File: config.mk
export PLATFORM = sky130hd
export DESIGN_NAME = epo_top
export DESIGN_NICKNAME = d
export VERILOG_FILES = /design/src/rtl/epo_pkg.sv /design/src/rtl/epo_accum.sv /design/src/rtl/epo_pulse.sv /design/src/rtl/epo_top.sv
export SDC_FILE = /design/constraint.sdc
export NUM_CORES = 1
export LEC_CHECK = 0
export BUFFER_PORTS_ARGS = -buffer_cell sky130_fd_sc_hd__buf_4
export CORE_MARGIN = 2
export CORE_UTILIZATION = 50
export DETAILED_ROUTE_END_ITERATION = 6
export MAX_ROUTING_LAYER = met4
export PLACE_DENSITY = 0.75
export SETUP_SLACK_MARGIN = 0.02
export SKIP_CTS_REPAIR_TIMING = 1
export SYNTH_ARGS = -nofsm -noshare
export SYNTH_HDL_FRONTEND = slang
export SYNTH_SLANG_ARGS = --single-unit
File: constraint.sdc
create_clock -name mclk -period 26.5 [get_ports mclk]
set_input_delay 5.3 -clock mclk [delete_from_list [all_inputs] [get_ports mclk]]
set_output_delay 5.3 -clock mclk [all_outputs]
set_load 0.01 [all_outputs]
File: src/rtl/epo_pkg.sv
// Package with constants and types for the energy pulse output block
package epo_pkg;

  // ****************************************
  // Timing
  // ****************************************
  localparam int CLK_HZ = 250_000_000;
  localparam int PULSE_ON_S = 1;
  localparam int PULSE_OFF_S = 1;
  localparam int PULSE_ON_CYC = CLK_HZ * PULSE_ON_S;
  localparam int PULSE_OFF_CYC = CLK_HZ * PULSE_OFF_S;

  // ****************************************
  // Sizes
  // ****************************************
  localparam int NUM_CH = 4;
  localparam int NUM_RLY = 5;
  localparam int IVL_W = 16;
  localparam int PEND_W = 8;

  // ****************************************
  // Register map (byte addresses)
  // ****************************************
  localparam logic [11:0] OFS_CTRL = 12'h000;
  localparam logic [11:0] OFS_STATUS = 12'h004;
  localparam logic [11:0] OFS_CFG0 = 12'h010;
  localparam logic [11:0] OFS_PROG0 = 12'h020;
  localparam logic [11:0] OFS_PEND0 = 12'h030;

  // ****************************************
  // Field positions
  // ****************************************
  localparam int CFG_RLY_LSB = 16;
  localparam int STS_ON_LSB = 0;
  localparam int STS_PEND_LSB = 4;
  localparam int STS_EVT_LSB = 8;

  // ****************************************
  // Reset values
  // ****************************************
  localparam logic [15:0] IVL_RST = 16'h0064;
  localparam logic [4:0] RLY_RST = 5'h00;

  // ****************************************
  // Types
  // ****************************************
  typedef enum logic [1:0] {
    EPO_FN_DISABLED,
    EPO_FN_ALARM,
    EPO_FN_LATCHED,
    EPO_FN_CONTROL
  } epo_func_type;

  typedef enum logic [1:0] {
    EPO_SEQ_IDLE,
    EPO_SEQ_ON,
    EPO_SEQ_OFF
  } epo_seq_type;

endpackage : epo_pkg

File: src/rtl/epo_accum.sv
// Per-channel energy progress counter toward the next interval boundary
`timescale 1ns/10ps
module epo_accum #(
  parameter int IVL_W = epo_pkg::IVL_W
) (
  input wire logic mclk,
  input wire logic rst,
  input wire logic step,
  input wire logic [IVL_W-1:0] interval,
  input wire logic load,
  input wire logic [IVL_W-1:0] load_val,
  output logic [IVL_W-1:0] progress,
  output logic done
);

  typedef struct packed {
    logic [IVL_W-1:0] progress;
    logic done;
  } epo_acc_state_type;

  epo_acc_state_type s_r;
  epo_acc_state_type s_nxt;

  always_comb begin
    logic [IVL_W:0] inc;
    inc = {1'b0, s_r.progress} + {{IVL_W{1'b0}}, 1'b1};
    s_nxt = s_r;
    s_nxt.done = 1'b0;
    if (load) begin
      // Restore of saved progress after power up
      s_nxt.progress = load_val;
    end else if (step && (interval != '0)) begin
      if (inc >= {1'b0, interval}) begin
        s_nxt.progress = '0;
        s_nxt.done = 1'b1;
      end else begin
        s_nxt.progress = inc[IVL_W-1:0];
      end
    end
  end

  always_ff @(posedge mclk or posedge rst) begin
    if (rst) begin
      s_r <= '0;
    end else begin
      s_r <= s_nxt;
    end
  end

  assign progress = s_r.progress;
  assign done = s_r.done;

endmodule : epo_accum

File: src/rtl/epo_pulse.sv
// Per-channel pulse sequencer: pending count, one second on, one second off
`timescale 1ns/10ps
module epo_pulse #(
  parameter int ON_CYC = epo_pkg::PULSE_ON_CYC,
  parameter int OFF_CYC = epo_pkg::PULSE_OFF_CYC,
  parameter int PEND_W = epo_pkg::PEND_W
) (
  input wire logic mclk,
  input wire logic rst,
  input wire logic enable,
  input wire logic request,
  output logic energized,
  output logic [PEND_W-1:0] pending
);

  localparam int TW = $clog2((ON_CYC > OFF_CYC ? ON_CYC : OFF_CYC) + 1);
  localparam logic [TW-1:0] ON_LAST = TW'(ON_CYC - 1);
  localparam logic [TW-1:0] OFF_LAST = TW'(OFF_CYC - 1);

  typedef struct packed {
    epo_pkg::epo_seq_type st;
    logic [TW-1:0] tmr;
    logic [PEND_W-1:0] pend;
    logic on;
  } epo_seq_state_type;

  epo_seq_state_type s_r;
  epo_seq_state_type s_nxt;

  always_comb begin
    s_nxt = s_r;
    // Extra completions wait here and drain at the maximum rate
    if (request && !(&s_r.pend)) begin
      s_nxt.pend = s_r.pend + {{(PEND_W-1){1'b0}}, 1'b1};
    end
    unique case (s_r.st)
      epo_pkg::EPO_SEQ_IDLE: begin
        if (s_nxt.pend != '0) begin
          s_nxt.pend = s_nxt.pend - {{(PEND_W-1){1'b0}}, 1'b1};
          s_nxt.st = epo_pkg::EPO_SEQ_ON;
          s_nxt.tmr = '0;
          s_nxt.on = 1'b1;
        end
      end
      epo_pkg::EPO_SEQ_ON: begin
        if (s_r.tmr == ON_LAST) begin
          s_nxt.st = epo_pkg::EPO_SEQ_OFF;
          s_nxt.tmr = '0;
          s_nxt.on = 1'b0;
        end else begin
          s_nxt.tmr = s_r.tmr + {{(TW-1){1'b0}}, 1'b1};
        end
      end
      epo_pkg::EPO_SEQ_OFF: begin
        if (s_r.tmr == OFF_LAST) begin
          s_nxt.st = epo_pkg::EPO_SEQ_IDLE;
          s_nxt.tmr = '0;
        end else begin
          s_nxt.tmr = s_r.tmr + {{(TW-1){1'b0}}, 1'b1};
        end
      end
      default: begin
        s_nxt.st = epo_pkg::EPO_SEQ_IDLE;
        s_nxt.on = 1'b0;
      end
    endcase
    if (!enable) begin
      s_nxt = '0;
    end
  end

  always_ff @(posedge mclk or posedge rst) begin
    if (rst) begin
      s_r <= '0;
    end else begin
      s_r <= s_nxt;
    end
  end

  assign energized = s_r.on;
  assign pending = s_r.pend;

endmodule : epo_pulse

File: src/rtl/epo_top.sv
// Energy pulse output block with its AHB-Lite register slave
//
// Operation
// - Function select, disabled after reset
// - Four channels, own relays and interval
// - Channel drives relays 3-7 together
// - Interval 0.0 to 6553.5, default 10.0
// - One pulse request per completed interval
// - Progress kept and restorable across power loss
// - One second on, one second off
// - Excess requests queued, emitted at max rate
//
// The AHB-Lite register port and the address map were decided locally.
`timescale 1ns/10ps
module epo_top #(
  parameter int ON_CYC = epo_pkg::PULSE_ON_CYC,
  parameter int OFF_CYC = epo_pkg::PULSE_OFF_CYC,
  parameter int PEND_W = epo_pkg::PEND_W
) (
  input wire logic mclk,
  input wire logic rst,
  input wire logic hsel,
  input wire logic [31:0] haddr,
  input wire logic [1:0] htrans,
  input wire logic hwrite,
  input wire logic [2:0] hsize,
  input wire logic [31:0] hwdata,
  input wire logic hready,
  output logic hreadyout,
  output logic hresp,
  output logic [31:0] hrdata,
  input wire logic [3:0] energy_step,
  output logic [4:0] relay_out
);

  localparam int NCH = epo_pkg::NUM_CH;
  localparam int NR = epo_pkg::NUM_RLY;
  localparam int IW = epo_pkg::IVL_W;

  // ****************************************
  // Address decode helper
  // ****************************************
  // Returns channel hit mask for a 4-word channel group at base
  function automatic logic [3:0] epo_ch_hit(input logic [11:0] addr, input logic [11:0] base);
    logic [3:0] m;
    m = '0;
    for (int i = 0; i < 4; i++) begin
      if (addr == base + 12'(4 * i)) begin
        m[i] = 1'b1;
      end
    end
    return m;
  endfunction : epo_ch_hit

  // ****************************************
  // State
  // ****************************************
  typedef struct packed {
    logic wr_pend;
    logic [11:0] wr_addr;
    epo_pkg::epo_func_type func;
    logic [NCH-1:0][NR-1:0] rly;
    logic [NCH-1:0][IW-1:0] ivl;
    logic [NCH-1:0] evt;
    logic [NR-1:0] relay;
    logic [31:0] rdata;
  } epo_top_state_type;

  epo_top_state_type s_r;
  epo_top_state_type s_nxt;

  logic [NCH-1:0] done;
  logic [NCH-1:0] on;
  logic [NCH-1:0] load;
  logic [NCH-1:0][IW-1:0] prog;
  logic [NCH-1:0][PEND_W-1:0] pend;
  logic enable;
  logic addr_ph;
  logic [11:0] ra;

  assign enable = (s_r.func != epo_pkg::EPO_FN_DISABLED);
  assign addr_ph = hsel && hready && htrans[1];
  assign ra = haddr[11:0];
  assign load = s_r.wr_pend ? epo_ch_hit(s_r.wr_addr, epo_pkg::OFS_PROG0) : '0;

  // ****************************************
  // Channels
  // ****************************************
  for (genvar c = 0; c < NCH; c++) begin : g_ch
    epo_accum #(
      .IVL_W(IW)
    ) u_accum (
      .mclk(mclk),
      .rst(rst),
      .step(energy_step[c]),
      .interval(s_r.ivl[c]),
      .load(load[c]),
      .load_val(hwdata[IW-1:0]),
      .progress(prog[c]),
      .done(done[c])
    );

    epo_pulse #(
      .ON_CYC(ON_CYC),
      .OFF_CYC(OFF_CYC),
      .PEND_W(PEND_W)
    ) u_pulse (
      .mclk(mclk),
      .rst(rst),
      .enable(enable),
      .request(done[c]),
      .energized(on[c]),
      .pending(pend[c])
    );
  end

  // ****************************************
  // Next state
  // ****************************************
  always_comb begin
    logic [NR-1:0] rmix;
    logic [3:0] hit;
    logic [31:0] rd;
    logic [NCH-1:0] pend_nz;
    rmix = '0;
    hit = '0;
    rd = '0;
    pend_nz = '0;
    s_nxt = s_r;

    // Relay drive, all selected relays of a channel at once
    for (int c = 0; c < NCH; c++) begin
      if (on[c]) begin
        rmix = rmix | s_r.rly[c];
      end
      pend_nz[c] = (pend[c] != '0);
    end
    s_nxt.relay = enable ? rmix : '0;

    // Data phase of a write
    s_nxt.wr_pend = 1'b0;
    if (s_r.wr_pend) begin
      if (s_r.wr_addr == epo_pkg::OFS_CTRL) begin
        s_nxt.func = epo_pkg::epo_func_type'(hwdata[1:0]);
      end
      if (s_r.wr_addr == epo_pkg::OFS_STATUS) begin
        s_nxt.evt = s_r.evt & ~hwdata[epo_pkg::STS_EVT_LSB +: NCH];
      end
      hit = epo_ch_hit(s_r.wr_addr, epo_pkg::OFS_CFG0);
      for (int c = 0; c < NCH; c++) begin
        if (hit[c]) begin
          s_nxt.ivl[c] = hwdata[IW-1:0];
          s_nxt.rly[c] = hwdata[epo_pkg::CFG_RLY_LSB +: NR];
        end
      end
    end

    // Latched event flags, set wins over clear
    for (int c = 0; c < NCH; c++) begin
      if (done[c] && s_r.func == epo_pkg::EPO_FN_LATCHED) begin
        s_nxt.evt[c] = 1'b1;
      end
    end
    if (!enable) begin
      s_nxt.evt = '0;
    end

    // Address phase
    if (addr_ph) begin
      s_nxt.wr_pend = hwrite;
      s_nxt.wr_addr = ra;
      if (!hwrite) begin
        if (ra == epo_pkg::OFS_CTRL) begin
          rd = {30'h0, s_r.func};
        end
        if (ra == epo_pkg::OFS_STATUS) begin
          rd[epo_pkg::STS_ON_LSB +: NCH] = on;
          rd[epo_pkg::STS_PEND_LSB +: NCH] = pend_nz;
          rd[epo_pkg::STS_EVT_LSB +: NCH] = s_r.evt;
        end
        for (int c = 0; c < NCH; c++) begin
          if (epo_ch_hit(ra, epo_pkg::OFS_CFG0) == 4'(1 << c)) begin
            rd[IW-1:0] = s_r.ivl[c];
            rd[epo_pkg::CFG_RLY_LSB +: NR] = s_r.rly[c];
          end
          if (epo_ch_hit(ra, epo_pkg::OFS_PROG0) == 4'(1 << c)) begin
            rd[IW-1:0] = prog[c];
          end
          if (epo_ch_hit(ra, epo_pkg::OFS_PEND0) == 4'(1 << c)) begin
            rd[PEND_W-1:0] = pend[c];
          end
        end
        s_nxt.rdata = rd;
      end
    end
  end

  // ****************************************
  // Registers
  // ****************************************
  always_ff @(posedge mclk or posedge rst) begin
    if (rst) begin
      s_r.wr_pend <= 1'b0;
      s_r.wr_addr <= 12'h000;
      s_r.func <= epo_pkg::EPO_FN_DISABLED;
      for (int c = 0; c < NCH; c++) begin
        s_r.rly[c] <= epo_pkg::RLY_RST;
        s_r.ivl[c] <= epo_pkg::IVL_RST;
      end
      s_r.evt <= '0;
      s_r.relay <= '0;
      s_r.rdata <= 32'h0000_0000;
    end else begin
      s_r <= s_nxt;
    end
  end

  assign hreadyout = 1'b1;
  assign hresp = 1'b0;
  assign hrdata = s_r.rdata;
  assign relay_out = s_r.relay;

endmodule : epo_top

### Yosys cells after proc, flatten, opt, wreduce, memory -nomap -nowiden

Cells that the tools add are included.

| storage, ports and cells | value |
|---|---|
| input port bits | 78 |
| output and inout port bits | 39 |
| register bits | 364 |

| operators by class | value |
|---|---|
| magnitude comparators | 4 |
| equality and inequality tests | 75 |
| $add $sub $neg | 16 |
| reduce and logical (&&, ||, !) cells | 71 |
| bitwise gates (word level) | 6 |
| multiplexer cells | 144 |

Operators with widths:

| cell | count |
|---|---|
| 39-bit two-way mux | 8 |
| 16-bit two-way mux | 14 |
| 28-bit one-hot mux with 2 select lines | 4 |
| 12-bit by 6-bit equality test with 1-bit output, second input constant | 12 |
| 21-bit two-way mux | 6 |
| 28-bit by 1-bit adder with 28-bit output, second input constant | 4 |
| 28-bit equality test, second input constant | 4 |
| 28-bit two-way mux | 4 |
| 12-bit by 5-bit equality test with 1-bit output, second input constant | 8 |
| 8-bit two-way mux | 12 |
| 16-bit by 1-bit adder with 17-bit output, second input constant | 4 |
| 17-bit by 16-bit greater-or-equal comparator with 1-bit output | 4 |
| 17-bit two-way mux | 4 |
| 1-bit two-way mux | 64 |
| 16-bit nonzero test | 4 |
| 8-bit nonzero test | 8 |
| 3-bit by 2-bit != test with 1-bit output, second input constant | 20 |
| 8-bit by 1-bit adder with 8-bit output, second input constant | 4 |
| 8-bit AND reduction | 4 |
| 8-bit by 1-bit subtractor with 8-bit output, second input constant | 4 |
| 2-bit AND reduction | 14 |
| 5-bit two-way mux | 5 |
| 12-bit by 3-bit equality test with 1-bit output, second input constant | 2 |
| 12-bit logical NOT | 2 |
| other kinds (24) | 97 |

### Longest topological paths before layout

| depth | value |
|---|---|
| depth after elaboration | 21 |
| mapped depth | 16 |

### Modules after synthesis

A second synthesis with hierarchy kept.

| second synthesis, totals | value |
|---|---|
| cell total of the unflattened synthesis | 2786 |
| area total of the unflattened synthesis | 25416.9 um^2 |

Modules (own cells, without submodules):

| module | cells each | instances | seq. area each (um^2) | area each (um^2) |
|---|---|---|---|---|
| epo_pulse at g_ch[0].u_pulse ... | 313 | 3 | 975.9 | 2916.5 |
| epo_top | 738 | 1 | 3243.1 | 7428.4 |
| epo_accum | 199 | 4 | 425.4 | 1624.1 |
| epo_pulse at g_ch[3].u_pulse | 313 | 1 | 975.9 | 2742.6 |

### Least setup slack after synthesis

No wires, ideal clock.

| timing | value |
|---|---|
| path type | in2reg |
| start point | input haddr[4] |
| end point | register s_r, in the netlist hrdata[2] |
| buffers on the path | 2 |
| library setup time | 0.128 ns |
| data required time | 26.372 ns |
| data arrival time | 7.128 ns |
| slack | 19.244 ns |
| cell stages on the path | 9 |
| cells stage by stage | buf_4 > or4b_1 > buf_2 > or4_4 > nand2b_1 > a311o_1 > a21oi_1 > a2111oi_2 > o31ai_1 |

| on the way | value |
|---|---|
| word-level cells in the longest chain between the ends | 21 |
| elaborated cells between the ends (all ways) | 78 |
| those cells by class | eq/ne (25); mux (53) |

Ends and longest elaborated chain:

| element | line | source |
|---|---|---|
| from (decl) | epo_top.sv:23 | `input wire logic [31:0] haddr,` |
| 12-bit by 5-bit equality test with 1-bit output | epo_top.sv:48 | `if (addr == base + 12'(4 * i)) begin` |
| 1-bit two-way mux | epo_top.sv:48 |  |
| 1-bit two-way mux | epo_top.sv:172 | `if (!hwrite) begin` |
| 1-bit two-way mux | epo_top.sv:169 | `if (addr_ph) begin` |
| 4-bit by 1-bit equality test with 1-bit output | epo_top.sv:182 | `if (epo_ch_hit(ra, epo_pkg::OFS_CFG0) == 4'(1 << c)) begin` |
| 21-bit two-way mux | epo_top.sv:182 |  |
| 21-bit two-way mux | epo_top.sv:172 |  |
| 21-bit two-way mux | epo_top.sv:169 |  |
| (+5 left out) | n/a |  |
| 16-bit two-way mux | epo_top.sv:186 | `if (epo_ch_hit(ra, epo_pkg::OFS_PROG0) == 4'(1 << c)) begin` |
| 8-bit two-way mux | epo_top.sv:189 | `if (epo_ch_hit(ra, epo_pkg::OFS_PEND0) == 4'(1 << c)) begin` |
| 21-bit two-way mux | epo_top.sv:182 |  |
| 16-bit two-way mux | epo_top.sv:186 |  |
| 8-bit two-way mux | epo_top.sv:189 |  |
| 21-bit two-way mux | epo_top.sv:182 |  |
| 16-bit two-way mux | epo_top.sv:186 |  |
| 8-bit two-way mux * | epo_top.sv:189 |  |
| to (signal assigned) | epo_top.sv:214 | `s_r <= s_nxt;` |
| to (decl) | epo_top.sv:69 | `epo_top_state_type s_r;` |

Every way passes the cells marked *; elsewhere a longest branch is shown, timed or not. The select of a mux whose other input is x is not followed.
A chain may end at the register's enable or synchronous reset.

### Worst setup path in the final report

| timing | value |
|---|---|
| start point | input haddr[11] |
| end point | register s_r, in the netlist hrdata[6] |

Same word-level chain as after synthesis.

==> impl_results.md <==
* Status: finished, violations left
* Violated checks: design-rule violations
* Count leader, synth: dfrtp_1
* Via count at 20700
* Routed Antenna Nets at 0
* Core footprint at 0.0456 mm^2
* Residual DRC count at 9
* Filler instances at 4049
* Pwr Density at 77.7 mW/mm^2
* Ys async rst share at 100%
* Required @ worst endpoint at 26.94 ns
* Sequential fraction of design power at 36.9%
* Layout cells sized above 1 at 11.2%
* Sw frac at 38.3%
* Slowest cell delay on critical path at 0.79 ns
* Initial antenna violation count at 0
* CTS root buf: clkbuf_16
* H-tree depth at 2
* Peak VDD IR at 47.8 uV
* GRT Util Overall at 29.2%
* Area of the mapped netlist at 0.0232 mm^2
* Hold Crit Class: register to register
* Clock Skews at 0.0263 ns
* CP max stage cell: nor2_2
* Cell Area, Placed at 0.0237 mm^2
* Final setup vio count at 0
* Hpwl dp at 48.0 mm
* Hold Startpoint: g_ch[2].u_pulse.s_r[13]
* Post-synth top area share at 36.9%
* Min Clock Period, post-route at 7.54 ns
* Warnings, synthesis at 0
* Comb power frac at 31.4%
* Placed instance count at 3180
* Lkg Pwr at 0.0105 uW
* R2R Path End: g_ch[1].u_accum.progress[5]
* Relative slew margins at 20.3%
* Final setup TNS at 0 ns
* Nets at 2800
* Die X-Extent at 219 um
* Layout area overhead at 8.58%
* Die Y at 219 um
* Max-cap violations at 0
* Max clock buf depth at 3
* Top cells by area, synth: dfrtp_1 (37%), ha_1 (5.4%), nor2_1 (4.4%)
* Rows at 78
* CP Capture Type: register
* Clk sinks at 353
* Multi-input gate area at 0.0129 mm^2
* WL per Instance at 20.9 um
* CP Cell Sequence: buf_4 > or4_4 > or3_1 > nor2_2 > nand2_1 > o221ai_1 > a21o_1 > a31oi_1
* Global-route wire length before repair at 108 mm
* Overflow after GRT at 0
* Levels on crit path at 8
* Hold path cells at 1
* RSZ-0062 raised after global routing: no
* Register area share after synthesis at 38.2%
* Commonest cells post-synth: dfrtp_1 (341), nor2_1 (274), nand2_1 (255)
* Largest net degree at the start of global routing at 184
* Design area at 0.0251 mm^2
* WS Path Type: input port to register
* WL final at 68.1 mm
* Total iterations of the first detailed-routing run at 7
* Number of port buffers at 68
* Final hold vios at 0
* Top cell family by delay on the critical path: simple AND/OR/NAND/NOR gates
* Post-synth EDFFs at 0
* Yosys cell types at 101
* Slew Viols, Final at 0
* Starting density of the core at 50.8%
* Worst Reg-to-Reg Cells at 14
* DR vias/cell at 6.37
* Synthesized area per cell at 8.63 um^2
* Worst Path Arrival at 7.98 ns
* Post-layout util at 55.2%
* Total CTS buffers at 41
* Hold Crit Endpoint: g_ch[2].u_pulse.s_r[13]
* Total die area at 0.0480 mm^2
* Clock transition at the registers of the reported paths at 0.06 ns
* Post-Layout Cell Count at 3256
* RR Startpoint: g_ch[1].u_accum.progress[1]
* I/O pin total at 117
* TritonCTS clock tree: done
* FF/Latch Area at 0.00885 mm^2
* RD Place Congestion at 0.977
* Critical Path Source Type: input port
* Clock Power Share at 31.7%
* Bufs and invs on worst path at 1
* Clock Latency Late Sink at 0.58 ns
* Vias in the first global route at 19600
* FF+latch count, synth at 353
* Worst-margin pin slew at 1.19 ns
* P_int at 1210 uW
* Fin crit share at 28.5%
* Area leader, netlist: dfrtp_1
* Fmax at 133 MHz
* Worst R2R Setup Slack at 21.70 ns
* Commonest register cell after synthesis: dfrtp_1
* DR iter-0 viols at 2257
* P_sw at 749 uW
* Synth Instances at 2682
* Crit Path Max Fanout at 14
metal layers:
layer  global-route usage, %  vias to the layer above  share of wire, %
li1                        -                     9581                 -
met1                    39.6                    10100                43
met2                    44.4                      906                45
met3                    3.85                      168               7.9
met4                    11.7                        0               3.9
met5                       -                        -                 0
metrics by stage:
stage / hold slack, ns / power, uW / worst slack, ns
2_1_floorplan: 0.437 / 1190 / 11.43
3_3_place_gp: 0.462 / 1310 / 18.45
3_5_place_dp: 0.467 / 1330 / 18.44
4_1_cts: 0.480 / 1960 / 19.05
5_1_grt: 0.499 / 2070 / 18.89
6_report: 0.477 / 1950 / 18.96
logic make-up (layout without fill, tap and decap cells):
kind of cell,after synthesis,after routing,share of synthesized area (%)
multiplexers,69,69,3.27
other,2,14,0.0324
AND/OR/NAND/NOR,1072,1072,23.9
flip-flops,353,353,38.2
XOR/XNOR,126,126,4.77
adder cells (fa/ha/maj),99,99,5.35
AO/OA/AOI/OAI,644,644,18.4
buffers and inverters,317,279,6.15
power by group through the flow:
stage	logic [uW]	registers (uW)	clock network (uW)
after floorplan	521	666	0
after global placement	584	723	0
after detailed placement	605	726	0
after CTS	611	717	628
after global routing	690	729	651
final	614	721	619
cells in the final DEF (no fill, tap or decap), drive strengths merged, types with 47 or more instances in the layout:
cell	count
nand3	130
dfrtp	341
nand4	59
buf	88
xnor2	100
mux2	54
a31oi	61
nand2	255
clkbuf	51
o21ai	195
nor2	274
inv	119
a21oi	115
nor4	54
and3	48
ha	99
nor3	47
layout make-up:
cell class | count | area share (%)
Sequential cell | 353 | 35.2
Antenna cell | 1 | 0.00995
Tap cell | 600 | 2.99
Clock inverter | 24 | 1.27
Inverter | 116 | 1.76
Clock buffer | 51 | 4.59
Timing Repair Buffer | 88 | 2.68
Multi-Input combinational cell | 2023 | 51.5
worst max-delay path by stage:
stage	startpoint	to	slack, ns
detailed placement	haddr[4]	hrdata[5]	18.44
floorplan	rst	g_ch[0].u_accum.done	11.43
CTS	haddr[4]	hrdata[5]	19.05
global placement	haddr[4]	hrdata[5]	18.45
global route	haddr[11]	hrdata[6]	18.89
finish	haddr[11]	hrdata[6]	18.96
state kept, by name (all words and copies together) (netlist names):
signal	count
g_ch.u_pulse.energized	4
s_r	103
relay_out	5
g_ch.u_pulse.s_r	120
g_ch.u_accum.progress	64
hrdata	21
g_ch.u_accum.done	4
g_ch.u_pulse.pending	32
Power figures use the tool's default switching activity.
